===== src/verilog/css_pkg.sv =====
// Purpose: Shared constants for the clock source selector.
// Assumes: APB with 32-bit data, byte addresses, 50 MHz pclk.
// Notes:   Register offsets, field positions, reset values, timing.
package css_pkg;

  // Register byte offsets.
  localparam logic [7:0] CSS_OFF_CTRL = 8'h00;
  localparam logic [7:0] CSS_OFF_MULT = 8'h04;
  localparam logic [7:0] CSS_OFF_TRIM = 8'h08;

  // Control register field positions.
  localparam int CSS_B_SEL  = 0;
  localparam int CSS_B_MON  = 1;
  localparam int CSS_B_IGEN = 2;
  localparam int CSS_B_EGEN = 3;
  localparam int CSS_B_ISTB = 4;
  localparam int CSS_B_ESTB = 5;

  // Reset values and factor constants.
  localparam logic [6:0] CSS_MULT_RST = 7'h15;
  localparam logic [6:0] CSS_MULT_ONE = 7'h01;
  localparam logic [6:0] CSS_MULT_ZERO = 7'h00;
  localparam logic [7:0] CSS_TRIM_RST = 8'h80;

  // Frequency check: base rate, bus clock rate and measuring window.
  localparam longint CSS_BASE_HZ  = 307200;
  localparam longint CSS_PCLK_HZ  = 50000000;
  localparam int     CSS_WIN_CYC  = 15625;
  localparam longint CSS_EDGES_PER_N = (CSS_BASE_HZ * CSS_WIN_CYC) / CSS_PCLK_HZ;
  localparam int     CSS_TOL_PCT  = 5;
  localparam int     CSS_PCT_FULL = 100;

  // External startup delay in external clock cycles.
  localparam logic [12:0] CSS_EXT_START = 13'h1000;

  // Bus answer states, one-hot.
  typedef enum logic [1:0] {
    CSS_IDLE = 2'b01,
    CSS_RESP = 2'b10
  } css_bus_t;

endpackage


===== src/verilog/css_sw_if.sv =====
// Purpose: Signals between the selector core and a clock switch.
// Assumes: All signals are levels sampled on pclk.
// Notes:   One instance per switch.
`timescale 1ns/10ps
interface css_sw_if;
  logic clk_int;
  logic clk_ext;
  logic sel;
  logic mon;
  logic int_lost;
  logic ext_lost;
  logic clk_out;

  modport ctrl (output clk_int, output clk_ext, output sel, output mon,
                output int_lost, output ext_lost, input clk_out);
  modport sw   (input clk_int, input clk_ext, input sel, input mon,
                input int_lost, input ext_lost, output clk_out);
endinterface


===== src/verilog/css_clk_switch.sv =====
// Purpose: Glitch-free switch between the internal and external clock.
// Assumes: Both clocks are oversampled levels synchronous to pclk.
// Notes:   Side 0 is internal, side 1 external; reset selects side 0.
`timescale 1ns/10ps
module css_clk_switch
  import css_pkg::*;
(
  input wire logic pclk,
  input wire logic presetn,
  input wire logic clk_en,
  css_sw_if.sw     sw
);

  logic [1:0] clk_s;
  logic [1:0] prev_q;
  logic [1:0] fall;
  logic [1:0] lost;
  logic [1:0] want;
  logic [1:0] stg1_q;
  logic [1:0] stg2_q;
  logic       sel_eff;
  logic       out_q;

  // A lost side is forced off; the live side is chosen instead.
  assign clk_s   = {sw.clk_ext, sw.clk_int};
  assign fall    = prev_q & ~clk_s;
  assign lost    = {sw.mon & sw.ext_lost, sw.mon & sw.int_lost};
  assign sel_eff = lost[0] ? 1'b1 : (lost[1] ? 1'b0 : sw.sel);
  assign want    = {sel_eff, ~sel_eff};

  // Sample history of both clocks.
  always_ff @(posedge pclk or negedge presetn) begin
    if (!presetn) begin
      prev_q <= 2'b00;
    end else if (clk_en) begin
      prev_q <= clk_s;
    end
  end

  // Each side steps its enable through two stages on its own falling edges.
  for (genvar g = 0; g < 2; g++) begin : g_side
    always_ff @(posedge pclk or negedge presetn) begin
      if (!presetn) begin
        stg1_q[g] <= (g == 0);
        stg2_q[g] <= (g == 0);
      end else if (clk_en) begin
        if (lost[g]) begin
          stg1_q[g] <= 1'b0;
          stg2_q[g] <= 1'b0;
        end else if (fall[g]) begin
          stg1_q[g] <= want[g] & ~stg2_q[1-g];
          stg2_q[g] <= stg1_q[g];
        end
      end
    end
  end

  // Output is the enabled clock, low while neither side is enabled.
  always_ff @(posedge pclk or negedge presetn) begin
    if (!presetn) begin
      out_q <= 1'b0;
    end else if (clk_en) begin
      out_q <= |(clk_s & stg2_q);
    end
  end

  assign sw.clk_out = out_q;

endmodule


===== src/verilog/css_clock_source_selector.sv =====
// Purpose: Clock source selection, generator enables and stable flags.
// Assumes: Oscillator clocks and loss flags are synchronous to pclk.
// Notes:   APB slave with one wait state; clk_en low freezes all state.
// Notes:   A write lands at the edge that completes the transfer.
// Notes on behaviour
// - Oscillator output uses external clock when select is 1, else internal.
// - Select changes only with both generators on and target stable.
// - Generator output clock is the selected clock divided by two.
// - Timebase switch picks external clock whenever external enable is set.
// - Switch runs old clock 1-2 cycles, low 1-2 new, then new.
// - Reset makes both switches select the internal clock.
// - Monitor on and a side lost forces the live side.
// - Internal enable clears only after select set, monitor clear one cycle.
// - Internal enable forced on with monitor, select clear, or reset.
// - Internal stable sets when internal clock is within about 5 percent.
// - Internal stable cleared on loss, disable, multiplier/trim write, stop without keep, reset.
// - External enable clears only after select and monitor clear one cycle.
// - External enable forced on by monitor or select; off at reset.
// - External stable sets after 4096 external cycles since enable.
// - External stable cleared on loss, disable, stop without keep, reset.
// - Internal clock runs at 307.2 kHz base times the factor.
// - A factor of zero acts as one.
// - Multiplier writes are ignored while the monitor is on.
// - Reset loads the factor with 21.
//
// Local design decisions: the APB register port and the register addresses.
`timescale 1ns/10ps
module css_clock_source_selector
  import css_pkg::*;
#(
  parameter int WIN_CYC = CSS_WIN_CYC
)
(
  input  wire logic        pclk,
  input  wire logic        presetn,
  input  wire logic        clk_en,
  input  wire logic        psel,
  input  wire logic        penable,
  input  wire logic        pwrite,
  input  wire logic [7:0]  paddr,
  input  wire logic [31:0] pwdata,
  output logic      [31:0] prdata,
  output logic             pready,
  output logic             pslverr,
  input  wire logic        internal_osc_clock,
  input  wire logic        external_osc_clock,
  input  wire logic        internal_clock_lost,
  input  wire logic        external_clock_lost,
  input  wire logic        stop_mode,
  input  wire logic        osc_keep_in_stop,
  output logic             osc_output_clock,
  output logic             timebase_clock,
  output logic             generator_output_clock,
  output logic      [6:0]  multiplier_factor,
  output logic      [7:0]  clock_trim,
  output logic             internal_gen_enable,
  output logic             external_gen_enable
);

  // Address match used by every register decode.
  function automatic logic reg_hit(input logic [7:0] a, input logic [7:0] off);
    reg_hit = (a == off);
  endfunction

  css_bus_t    st_q;
  logic        pready_q;
  logic        pslverr_q;
  logic [31:0] prdata_q;
  logic        cs_q;
  logic        mon_q;
  logic        igen_q;
  logic        egen_q;
  logic        istb_q;
  logic        estb_q;
  logic        ok_i_q;
  logic        ok_e_q;
  logic [6:0]  mult_q;
  logic [7:0]  trim_q;
  logic [6:0]  fact_q;
  logic        ic_q;
  logic        ec_q;
  logic [15:0] win_q;
  logic [13:0] icnt_q;
  logic [12:0] ecnt_q;
  logic        oprev_q;
  logic        gen_q;

  // Access decode; the request is taken in its first access cycle and
  // commits in its second, the cycle in which pready stands high.
  logic        take;
  logic        commit;
  logic        hit_ctrl;
  logic        hit_mult;
  logic        hit_trim;
  logic        mapped;
  logic        wr_ctrl;
  logic        wr_mult;
  logic        wr_trim;
  logic [31:0] rd_val;
  logic [31:0] ctrl_val;

  assign take     = (st_q == CSS_IDLE) & psel & penable;
  assign commit   = (st_q == CSS_RESP) & psel & penable;
  assign hit_ctrl = reg_hit(paddr, CSS_OFF_CTRL);
  assign hit_mult = reg_hit(paddr, CSS_OFF_MULT);
  assign hit_trim = reg_hit(paddr, CSS_OFF_TRIM);
  assign mapped   = hit_ctrl | hit_mult | hit_trim;
  // Writes wait for the completing edge, so no effect shows before pready.
  assign wr_ctrl  = commit & pwrite & hit_ctrl;
  assign wr_mult  = commit & pwrite & hit_mult & ~mon_q;
  assign wr_trim  = commit & pwrite & hit_trim;

  // Read data selection; unused bits read as zero.
  always_comb begin
    ctrl_val             = 32'h0000_0000;
    ctrl_val[CSS_B_SEL]  = cs_q;
    ctrl_val[CSS_B_MON]  = mon_q;
    ctrl_val[CSS_B_IGEN] = igen_q;
    ctrl_val[CSS_B_EGEN] = egen_q;
    ctrl_val[CSS_B_ISTB] = istb_q;
    ctrl_val[CSS_B_ESTB] = estb_q;
  end

  assign rd_val = hit_ctrl ? ctrl_val :
                  hit_mult ? {25'h000_0000, mult_q} :
                  hit_trim ? {24'h00_0000, trim_q} : 32'h0000_0000;

  // Bus answer: pready is high for exactly one cycle after the take.
  always_ff @(posedge pclk or negedge presetn) begin
    if (!presetn) begin
      st_q      <= CSS_IDLE;
      pready_q  <= 1'b0;
      pslverr_q <= 1'b0;
      prdata_q  <= 32'h0000_0000;
    end else if (clk_en) begin
      // Read data is captured at the take and stands with pready.
      case (st_q)
        CSS_IDLE: begin
          if (take) begin
            st_q      <= CSS_RESP;
            pready_q  <= 1'b1;
            pslverr_q <= ~mapped;
            prdata_q  <= pwrite ? 32'h0000_0000 : rd_val;
          end
        end
        CSS_RESP: begin
          st_q      <= CSS_IDLE;
          pready_q  <= 1'b0;
          pslverr_q <= 1'b0;
        end
        default: begin
          st_q     <= CSS_IDLE;
          pready_q <= 1'b0;
        end
      endcase
    end
  end

  // Next control values with the forced cases applied last.
  logic cs_ok;
  logic cs_d;
  logic mon_d;
  logic igen_d;
  logic egen_d;

  // A select write whose target is not enabled and stable leaves the select as it was.
  // Software gets no error for it and must read the bit back.
  assign cs_ok  = igen_q & egen_q & (pwdata[CSS_B_SEL] ? estb_q : istb_q);
  assign cs_d   = (wr_ctrl & cs_ok) ? pwdata[CSS_B_SEL] : cs_q;
  assign mon_d  = wr_ctrl ? pwdata[CSS_B_MON] : mon_q;
  assign igen_d = (mon_d | ~cs_d) ? 1'b1 :
                  wr_ctrl ? (pwdata[CSS_B_IGEN] | ~(ok_i_q & cs_q & ~mon_q)) :
                  igen_q;
  assign egen_d = (mon_d | cs_d) ? 1'b1 :
                  wr_ctrl ? (pwdata[CSS_B_EGEN] | ~(ok_e_q & ~cs_q & ~mon_q)) :
                  egen_q;

  // Control register and the one-cycle hold qualifiers.
  always_ff @(posedge pclk or negedge presetn) begin
    if (!presetn) begin
      cs_q   <= 1'b0;
      mon_q  <= 1'b0;
      igen_q <= 1'b1;
      egen_q <= 1'b0;
      ok_i_q <= 1'b0;
      ok_e_q <= 1'b0;
    end else if (clk_en) begin
      cs_q   <= cs_d;
      mon_q  <= mon_d;
      igen_q <= igen_d;
      egen_q <= egen_d;
      // The qualifiers hold last cycle's select and monitor, so a clear needs a full cycle.
      ok_i_q <= cs_q & ~mon_q;
      ok_e_q <= ~cs_q & ~mon_q;
    end
  end

  // Multiplier and trim registers; the factor output maps zero to one.
  always_ff @(posedge pclk or negedge presetn) begin
    if (!presetn) begin
      mult_q <= CSS_MULT_RST;
      trim_q <= CSS_TRIM_RST;
      fact_q <= CSS_MULT_RST;
    end else if (clk_en) begin
      if (wr_mult) begin
        mult_q <= pwdata[6:0];
      end
      if (wr_trim) begin
        trim_q <= pwdata[7:0];
      end
      // The effective factor lags the register by one cycle.
      fact_q <= (mult_q == CSS_MULT_ZERO) ? CSS_MULT_ONE : mult_q;
    end
  end

  // Stable flag clear conditions.
  logic stop_off;
  logic iclr;
  logic eclr;
  logic iedge;
  logic eedge;

  assign stop_off = stop_mode & ~osc_keep_in_stop;
  assign iclr     = (mon_q & internal_clock_lost) | ~igen_q | wr_mult | wr_trim | stop_off;
  assign eclr     = (mon_q & external_clock_lost) | ~egen_q | stop_off;
  assign iedge    = internal_osc_clock & ~ic_q;
  assign eedge    = external_osc_clock & ~ec_q;

  // Frequency check: edges over the window against factor times base.
  // The expected count is fixed, so a shortened window needs a faster internal clock.
  logic [13:0] exp_n;
  logic [13:0] diff;
  logic        in_tol;
  logic        win_end;

  assign exp_n   = 14'(fact_q) * 14'(CSS_EDGES_PER_N);
  assign diff    = (icnt_q > exp_n) ? (icnt_q - exp_n) : (exp_n - icnt_q);
  assign in_tol  = (21'(diff) * 21'(CSS_PCT_FULL)) <= (21'(exp_n) * 21'(CSS_TOL_PCT));
  assign win_end = (win_q == 16'(WIN_CYC - 1));

  // Internal measurement and stable flag.
  // Every clear restarts the window, so a partial window never sets the flag.
  always_ff @(posedge pclk or negedge presetn) begin
    if (!presetn) begin
      ic_q   <= 1'b0;
      win_q  <= 16'h0000;
      icnt_q <= 14'h0000;
      istb_q <= 1'b0;
    end else if (clk_en) begin
      ic_q <= internal_osc_clock;
      if (iclr) begin
        win_q  <= 16'h0000;
        icnt_q <= 14'h0000;
        istb_q <= 1'b0;
      end else if (win_end) begin
        win_q  <= 16'h0000;
        icnt_q <= 14'h0000;
        istb_q <= in_tol;
      end else begin
        win_q <= win_q + 16'h0001;
        if (iedge && icnt_q != 14'h3fff) begin
          icnt_q <= icnt_q + 14'h0001;
        end
      end
    end
  end

  // External startup counter and stable flag.
  // A clock that stops before the count completes keeps the flag clear.
  always_ff @(posedge pclk or negedge presetn) begin
    if (!presetn) begin
      ec_q   <= 1'b0;
      ecnt_q <= 13'h0000;
      estb_q <= 1'b0;
    end else if (clk_en) begin
      ec_q <= external_osc_clock;
      if (eclr) begin
        ecnt_q <= 13'h0000;
        estb_q <= 1'b0;
      end else if (ecnt_q >= CSS_EXT_START) begin
        estb_q <= 1'b1;
      end else if (eedge) begin
        ecnt_q <= ecnt_q + 13'h0001;
      end
    end
  end

  // Two switches: oscillator output and timebase.
  // The timebase switch follows the external enable rather than the select bit.
  css_sw_if osc_if ();
  css_sw_if tb_if ();

  assign osc_if.clk_int  = internal_osc_clock;
  assign osc_if.clk_ext  = external_osc_clock;
  assign osc_if.sel      = cs_q;
  assign osc_if.mon      = mon_q;
  assign osc_if.int_lost = internal_clock_lost;
  assign osc_if.ext_lost = external_clock_lost;
  assign tb_if.clk_int   = internal_osc_clock;
  assign tb_if.clk_ext   = external_osc_clock;
  assign tb_if.sel       = egen_q;
  assign tb_if.mon       = mon_q;
  assign tb_if.int_lost  = internal_clock_lost;
  assign tb_if.ext_lost  = external_clock_lost;

  css_clk_switch u_osc_sw (
    .pclk    (pclk),
    .presetn (presetn),
    .clk_en  (clk_en),
    .sw      (osc_if.sw)
  );

  css_clk_switch u_tb_sw (
    .pclk    (pclk),
    .presetn (presetn),
    .clk_en  (clk_en),
    .sw      (tb_if.sw)
  );

  // Divide-by-two toggles on each rising edge of the oscillator output.
  // It reads the registered switch output, so it lags that output by one pclk.
  always_ff @(posedge pclk or negedge presetn) begin
    if (!presetn) begin
      oprev_q <= 1'b0;
      gen_q   <= 1'b0;
    end else if (clk_en) begin
      oprev_q <= osc_if.clk_out;
      if (osc_if.clk_out && !oprev_q) begin
        gen_q <= ~gen_q;
      end
    end
  end

  // Outputs, each straight from a flip-flop.
  // The switch outputs are registered inside each switch.
  assign prdata                 = prdata_q;
  assign pready                 = pready_q;
  assign pslverr                = pslverr_q;
  assign osc_output_clock       = osc_if.clk_out;
  assign timebase_clock         = tb_if.clk_out;
  assign generator_output_clock = gen_q;
  assign multiplier_factor      = fact_q;
  assign clock_trim             = trim_q;
  assign internal_gen_enable    = igen_q;
  assign external_gen_enable    = egen_q;

endmodule


===== config.mk =====
export PLATFORM = sky130hd
export DESIGN_NAME = css_clock_source_selector
export DESIGN_NICKNAME = d
export VERILOG_FILES = /design/src/verilog/css_pkg.sv /design/src/verilog/css_sw_if.sv /design/src/verilog/css_clk_switch.sv /design/src/verilog/css_clock_source_selector.sv
export SDC_FILE = /design/constraint.sdc
export NUM_CORES = 1
export LEC_CHECK = 0
export BUFFER_PORTS_ARGS = -buffer_cell sky130_fd_sc_hd__clkbuf_2
export CORE_AREA = 2 2 155 157
export CTS_BUF_LIST = sky130_fd_sc_hd__clkbuf_8
export DETAILED_ROUTE_END_ITERATION = 8
export DIE_AREA = 0 0 157 159
export SKIP_LAST_GASP = 1
export SLEW_MARGIN = 20
export SYNTH_ARGS = -nofsm -noshare
export SYNTH_HDL_FRONTEND = slang
export SYNTH_SLANG_ARGS = --single-unit
export TNS_END_PERCENT = 5

===== constraint.sdc =====
create_clock -name pclk -period 9.5 [get_ports pclk]
set_clock_uncertainty 0.1 [all_clocks]
set_input_delay 0.475 -clock pclk [delete_from_list [all_inputs] [get_ports pclk]]
set_output_delay 0.475 -clock pclk [all_outputs]
set_load 0.005 [all_outputs]

Word level (Yosys, flattened, before mapping):

Cells that the tools add are included.
W data, S select, Z words.

* add/subtract/negate cells: 5
* $mul: 3
* $lt $le $gt $ge: 3
* eq/ne operators: 8
* multiplexer cells: 51
* bitwise gates (word level): 61
* reduce and logical (&&, ||, !) cells: 30

Operator list (number)
* $mux W14: 4
* $mux W13: 3
* $mux W1: 34
* $mux W16: 2
* $mux W8: 4
* $sub A14 B14 Y14: 2
* $and A1 B1 Y1: 27
* $reduce_and A2 Y1: 11
* $le A21 B17 Y1: 1
* $mul A14 B5 Y19 const B: 1
* $not A1 Y1: 18
* $add A16 B1 Y16 const B: 1
* $eq A16 B14 Y1 const B: 1
* $reduce_bool A2 Y1: 8
* $add A14 B1 Y14 const B: 1
* $gt A14 B14 Y1: 1
* $ne A14 B14 Y1 const B: 1
* $add A13 B1 Y13 const B: 1
* $ge A13 B13 Y1 const B: 1
* $mul A9 B3 Y12 const B: 1
* $or A1 B1 Y1: 12
* $mul A7 B2 Y9 const B: 1
* $reduce_and A3 Y1: 3
* $eq A8 B3 Y1 const B: 1
* 15 further kinds: 21

* register bits: 125
* output and inout bits: 54

Longest topological paths before layout:

* depth after elaboration: 11
* mapped depth: 37

By module:

Synthesis repeated with hierarchy kept, for this count alone.

* cells, all modules: 906
* area total of the unflattened synthesis: 8298.0 sq um

By module, submodules not included
* css_clock_source_selector: times used 1, cells an instance 844, area each 7524.7 sq um, seq. area each 2213.4 sq um
* css_clk_switch: times used 2, cells an instance 31, area each 386.6 sq um, seq. area each 177.7 sq um

Least setup slack after synthesis:

Ideal clock, no wire load.

* path type: register -> register
* start: register fact_q[1] (netlist: multiplier_factor[1])
* end: register istb_q
* library setup time: 0.104 ns
* arrival time: 7.187 ns
* setup slack: 2.110 ns
* stages on the path, launching flop included: 37
* buffers on the path: 2
* clock period less this slack: 7.390 ns
* path through: dfrtp_1 ha_1 fa_1 a21o_1 a21oi_1 xor2_1 inv_1 ha_1 clkbuf_1 and2_1 and3_1 o211ai_1 a21boi_2 clkbuf_1 nor2_1 xor2_1 ha_1 ha_1 ha_1 xor2_1 ha_1 o21ai_0 nor2_1 o21a_1 nor2_1 nor2b_1 o21ai_0 nor2b_1 xnor2_1 ha_1 a21oi_1 nor2b_1 o21ai_0 nand2b_1 a21oi_1 a2bb2oi_1 o41ai_2

* cells in the longest elaborated chain, start to end: 7

Ends and longest elaborated chain
* start: declaration: line css_clock_source_selector.sv:79 `logic [6:0] fact_q;`
* start signal: assignment: line css_clock_source_selector.sv:212 `fact_q <= (mult_q == CSS_MULT_ZERO) ? CSS_MULT_ONE : mult_q;`
* $mul A7 B2 Y9 (*): line css_clock_source_selector.sv:236 `assign exp_n = 14'(fact_q) * 14'(CSS_EDGES_PER_N);`
* $sub A14 B14 Y14 / $gt A14 B14 Y1 (equally long branches): line css_clock_source_selector.sv:237 `assign diff = (icnt_q > exp_n) ? (icnt_q - exp_n) : (exp_n - icnt_q);`
* $mux W14: line css_clock_source_selector.sv:237
* $mul A14 B5 Y19: line css_clock_source_selector.sv:238 `assign in_tol = (21'(diff) * 21'(CSS_PCT_FULL)) <= (21'(exp_n) * 21'(CSS_TOL_PCT));`
* $le A21 B17 Y1 (*): line css_clock_source_selector.sv:238
* $mux W1 (*): line css_clock_source_selector.sv:255 `end else if (win_end) begin`
* $mux W1 (*): line css_clock_source_selector.sv:251 `if (iclr) begin`
* end signal: assignment: line css_clock_source_selector.sv:258 `istb_q <= in_tol;`
* end: declaration: line css_clock_source_selector.sv:73 `logic istb_q;`

Mark *: on every way between the ends. The rest lies on a longest branch, timed or not. The select of a mux whose other input is x is not followed.
A chain may end at the register's enable or synchronous reset.

Worst setup path in the final report:

Same ends and word-level chain as after synthesis.

==> flow_metrics.env <==
export IMPL_ctsResizeCount=0
export IMPL_critical_path_startpoint_type="register"
export IMPL_synth_top_flop_cell="dfrtp_1"
export IMPL_die_h_um=159
export IMPL_postRouteWirelength_um=17740
export IMPL_wl_per_cell_um=13.97
export IMPL_async_flop_share_pct=100.0
export IMPL_number_of_nets_still_failing_antenna_checks_after_routing=0
export IMPL_post_cts_repair_setup_buffers=0
export IMPL_synth_area_mm2=0.008082
export IMPL_synth_largest_area_cell="dfrtp_1"
export IMPL_dieArea_mm2=0.02496
export IMPL_maximum_level_of_the_cts_h_tree=3
export IMPL_worst_path_largest_cell_delay_ps=470
export IMPL_placed_cells=1254
export IMPL_summed_area_of_non_filler_cells_in_the_final_layout_mm2=0.008777
export IMPL_fin_worst_hold_slack_ps=2.107
export IMPL_finalHoldViolations=0
export IMPL_detail_route_drc_violations=0
export IMPL_vdd_ir_drop_max_mv=0.1030
export IMPL_timing_max_slew_rel_slack_pct=32.02
export IMPL_crit_fanout=10
export IMPL_tritoncts_clock_tree="done"
export IMPL_power_per_cell_area_mw_per_mm2=200.5
export IMPL_cell_repeated_most_along_the_worst_path="ha_1"
export IMPL_grt_pass1_wl_um=29610
export IMPL_critical_path_slowest_cell="dfrtp_1"
export IMPL_synth_avg_cell_area_um2=8.979
export IMPL_final_critical_path_time_including_i_o_delays_and_setup_ps=8045
export IMPL_grt_overflow=0
export IMPL_final_max_slew_violation_count=0
export IMPL_timing_max_cap_violations=0
export IMPL_io_buffer_count=57
export IMPL_num_rows=56
export IMPL_antennaDiodeCount=0
export IMPL_yosysWarningCount=0
export IMPL_number_of_cells_traversed_by_the_worst_register_to_register_path=34
export IMPL_finalSetupViolations=0
export IMPL_postCtsHoldBufs=0
export IMPL_status="finished clean"
export IMPL_grt_usage_pct=14.40
export IMPL_post_drt_via_cell_ratio=4.946
export IMPL_worstHoldPathType="in2async"
export IMPL_layout_setup_ws_ps=1455
export IMPL_area_growth_synth_to_final_pct=8.608
export IMPL_synthTopCellsByArea="dfrtp_1, ha_1, dfstp_2, xnor2_1, nor2_1"
export IMPL_synth_seq_cells=98
export IMPL_drive_gt1_share_pct=13.25
export IMPL_num_vias=6282
export IMPL_clock_path_buffers=2
export IMPL_yosys_cell_types_count=73
export IMPL_total_leakage_power_uw=0.004194
export IMPL_antenna_found_initial=0
export IMPL_drt_pass1_iterations=4
export IMPL_layoutNonFillerInstCount=1270
export IMPL_layout_nets=1110
export IMPL_worst_setup_path_type="reg2reg"
export IMPL_cts_sinks=98
export IMPL_clk_insertion_delay_late_ps=360
export IMPL_grt_setup_unrepaired="false"
export IMPL_end_kind="register"
export IMPL_tightestPinTransition_ps=1020
export IMPL_synth_edf_count=0
export IMPL_gp_congestion=0.8355
export IMPL_floorplan_initialDensity_pct=34.85
export IMPL_io_pin_count=106
export IMPL_design_core_area_mm2=0.02319
export IMPL_synthCells=900
export IMPL_synth_cells_most_frequent="ha_1, dfrtp_1, nor2_1"
export IMPL_grt_pass1_vias=5923
export IMPL_dp_final_hpwl_um=13950
export IMPL_synth_top_area_share_pct=26.32
export IMPL_die_w_um=157
export IMPL_layout_worst_path_cycle_share_pct=84.69
export IMPL_fraction_of_the_yosys_area_taken_by_sequential_cells_pct=30.55
export IMPL_grt_start_max_net_pins=52
export IMPL_clock_root_buffer="clkbuf_8"
export IMPL_fmax_mhz=124.3
export IMPL_reg2reg_slack_ps=1450
export IMPL_tns_ps=0
export IMPL_cts_buffers_inserted=9
export IMPL_synth_most_common_cell="ha_1"
export IMPL_drt_iter0_markers=232
export IMPL_cp_required_ps=9660
export IMPL_fillers=2396
export IMPL_pre_cts_slack_ps=1395
export IMPL_path_clk_slew_ps=100
export IMPL_dpl_instance_area_mm2=0.008601
export IMPL_crit_arrival_ps=8200
logic make-up after synthesis:
logic type                 count (synthesis)  synth area share, %
AOI/OAI and AO/OA                        188                15.59
xor gates and xnor gates                  73                7.912
adders and majority gates                113                18.49
muxes                                     24                3.313
and+or+nand+nor                          278                17.01
other                                      1              0.04640
DFF                                       98                30.55
buffers and inverters                    125                7.091
routing by layer:
metal	track usage, %	part of all wire (%)	up-vias	routed length (um)
met2	23.07	46	119	8241
li1	-	-	3170	-
met1	20.64	49	2982	8641
met3	1.987	3.9	11	688
met4	3.128	0.96	0	170
met5	0	0	-	0
where the power goes:
part / switching (uW) / total (uW) / internal (uW)
clock network: 155 / 253 / 98.2
registers: 24.1 / 464 / 440
logic: 576 / 1040 / 465
layout by cell type (no fill, tap or decap), drive strengths merged, types with 13 or more instances in the layout:
master  instances
nor2b          19
xor2           34
inv            79
clkbuf         65
nand4          18
a21oi          53
a21o           18
o21ai          53
ha            101
dfrtp          85
and3           14
nand3          22
nand2          66
conb           24
mux2           19
xnor2          39
dfstp          13
nor2           82
metrics by stage:
stage / util, % / power, uW
2_1_floorplan: - / 1292
3_3_place_gp: 37.08 / 1505
3_5_place_dp: 37.08 / 1515
4_1_cts: 37.85 / 1784
5_1_grt: 37.85 / 1960
6_report: 37.85 / 1759
worst max-delay path, delay by kind of cell (launching register included):
kind / cells / cell delay [ps]
simple gates: 9 / 1260
fa+ha+maj: 8 / 2660
compound gates: 12 / 2500
flops: 1 / 470
xor+xnor: 4 / 810
buf+inv: 1 / 120
sequential cells by signal, indices dropped and copies added (netlist names), 2 cells and up:
register           cells
u_osc_sw.stg2_q        2
u_tb_sw.stg2_q         2
st_q                   2
clock_trim             8
u_tb_sw.stg1_q         2
icnt_q                14
mult_q                 7
u_osc_sw.stg1_q        2
multiplier_factor      7
ecnt_q                13
win_q                 16
prdata                 8
layout make-up:
class	instances	area [um2]	area share, %
clock buffer	9	123.9	1.411
multi-input combinational	700	5126	58.40
timing repair buffer	62	325.3	3.706
tap	319	399.1	4.547
sequential	98	2469	28.13
inverter	75	281.5	3.207
clock inverter	7	52.55	0.5987
final timing paths:
path                                   startpoint                endpoint
setup / recovery             multiplier_factor[1]                  istb_q
max in group asynchronous                 presetn              icnt_q[10]
setup reg to reg             multiplier_factor[1]                  istb_q
min in group pclk                       pwdata[4]               mult_q[4]
hold reg to reg            generator_output_clock  generator_output_clock
hold / removal                            presetn               ecnt_q[8]
(Power assumes the default switching activity.)
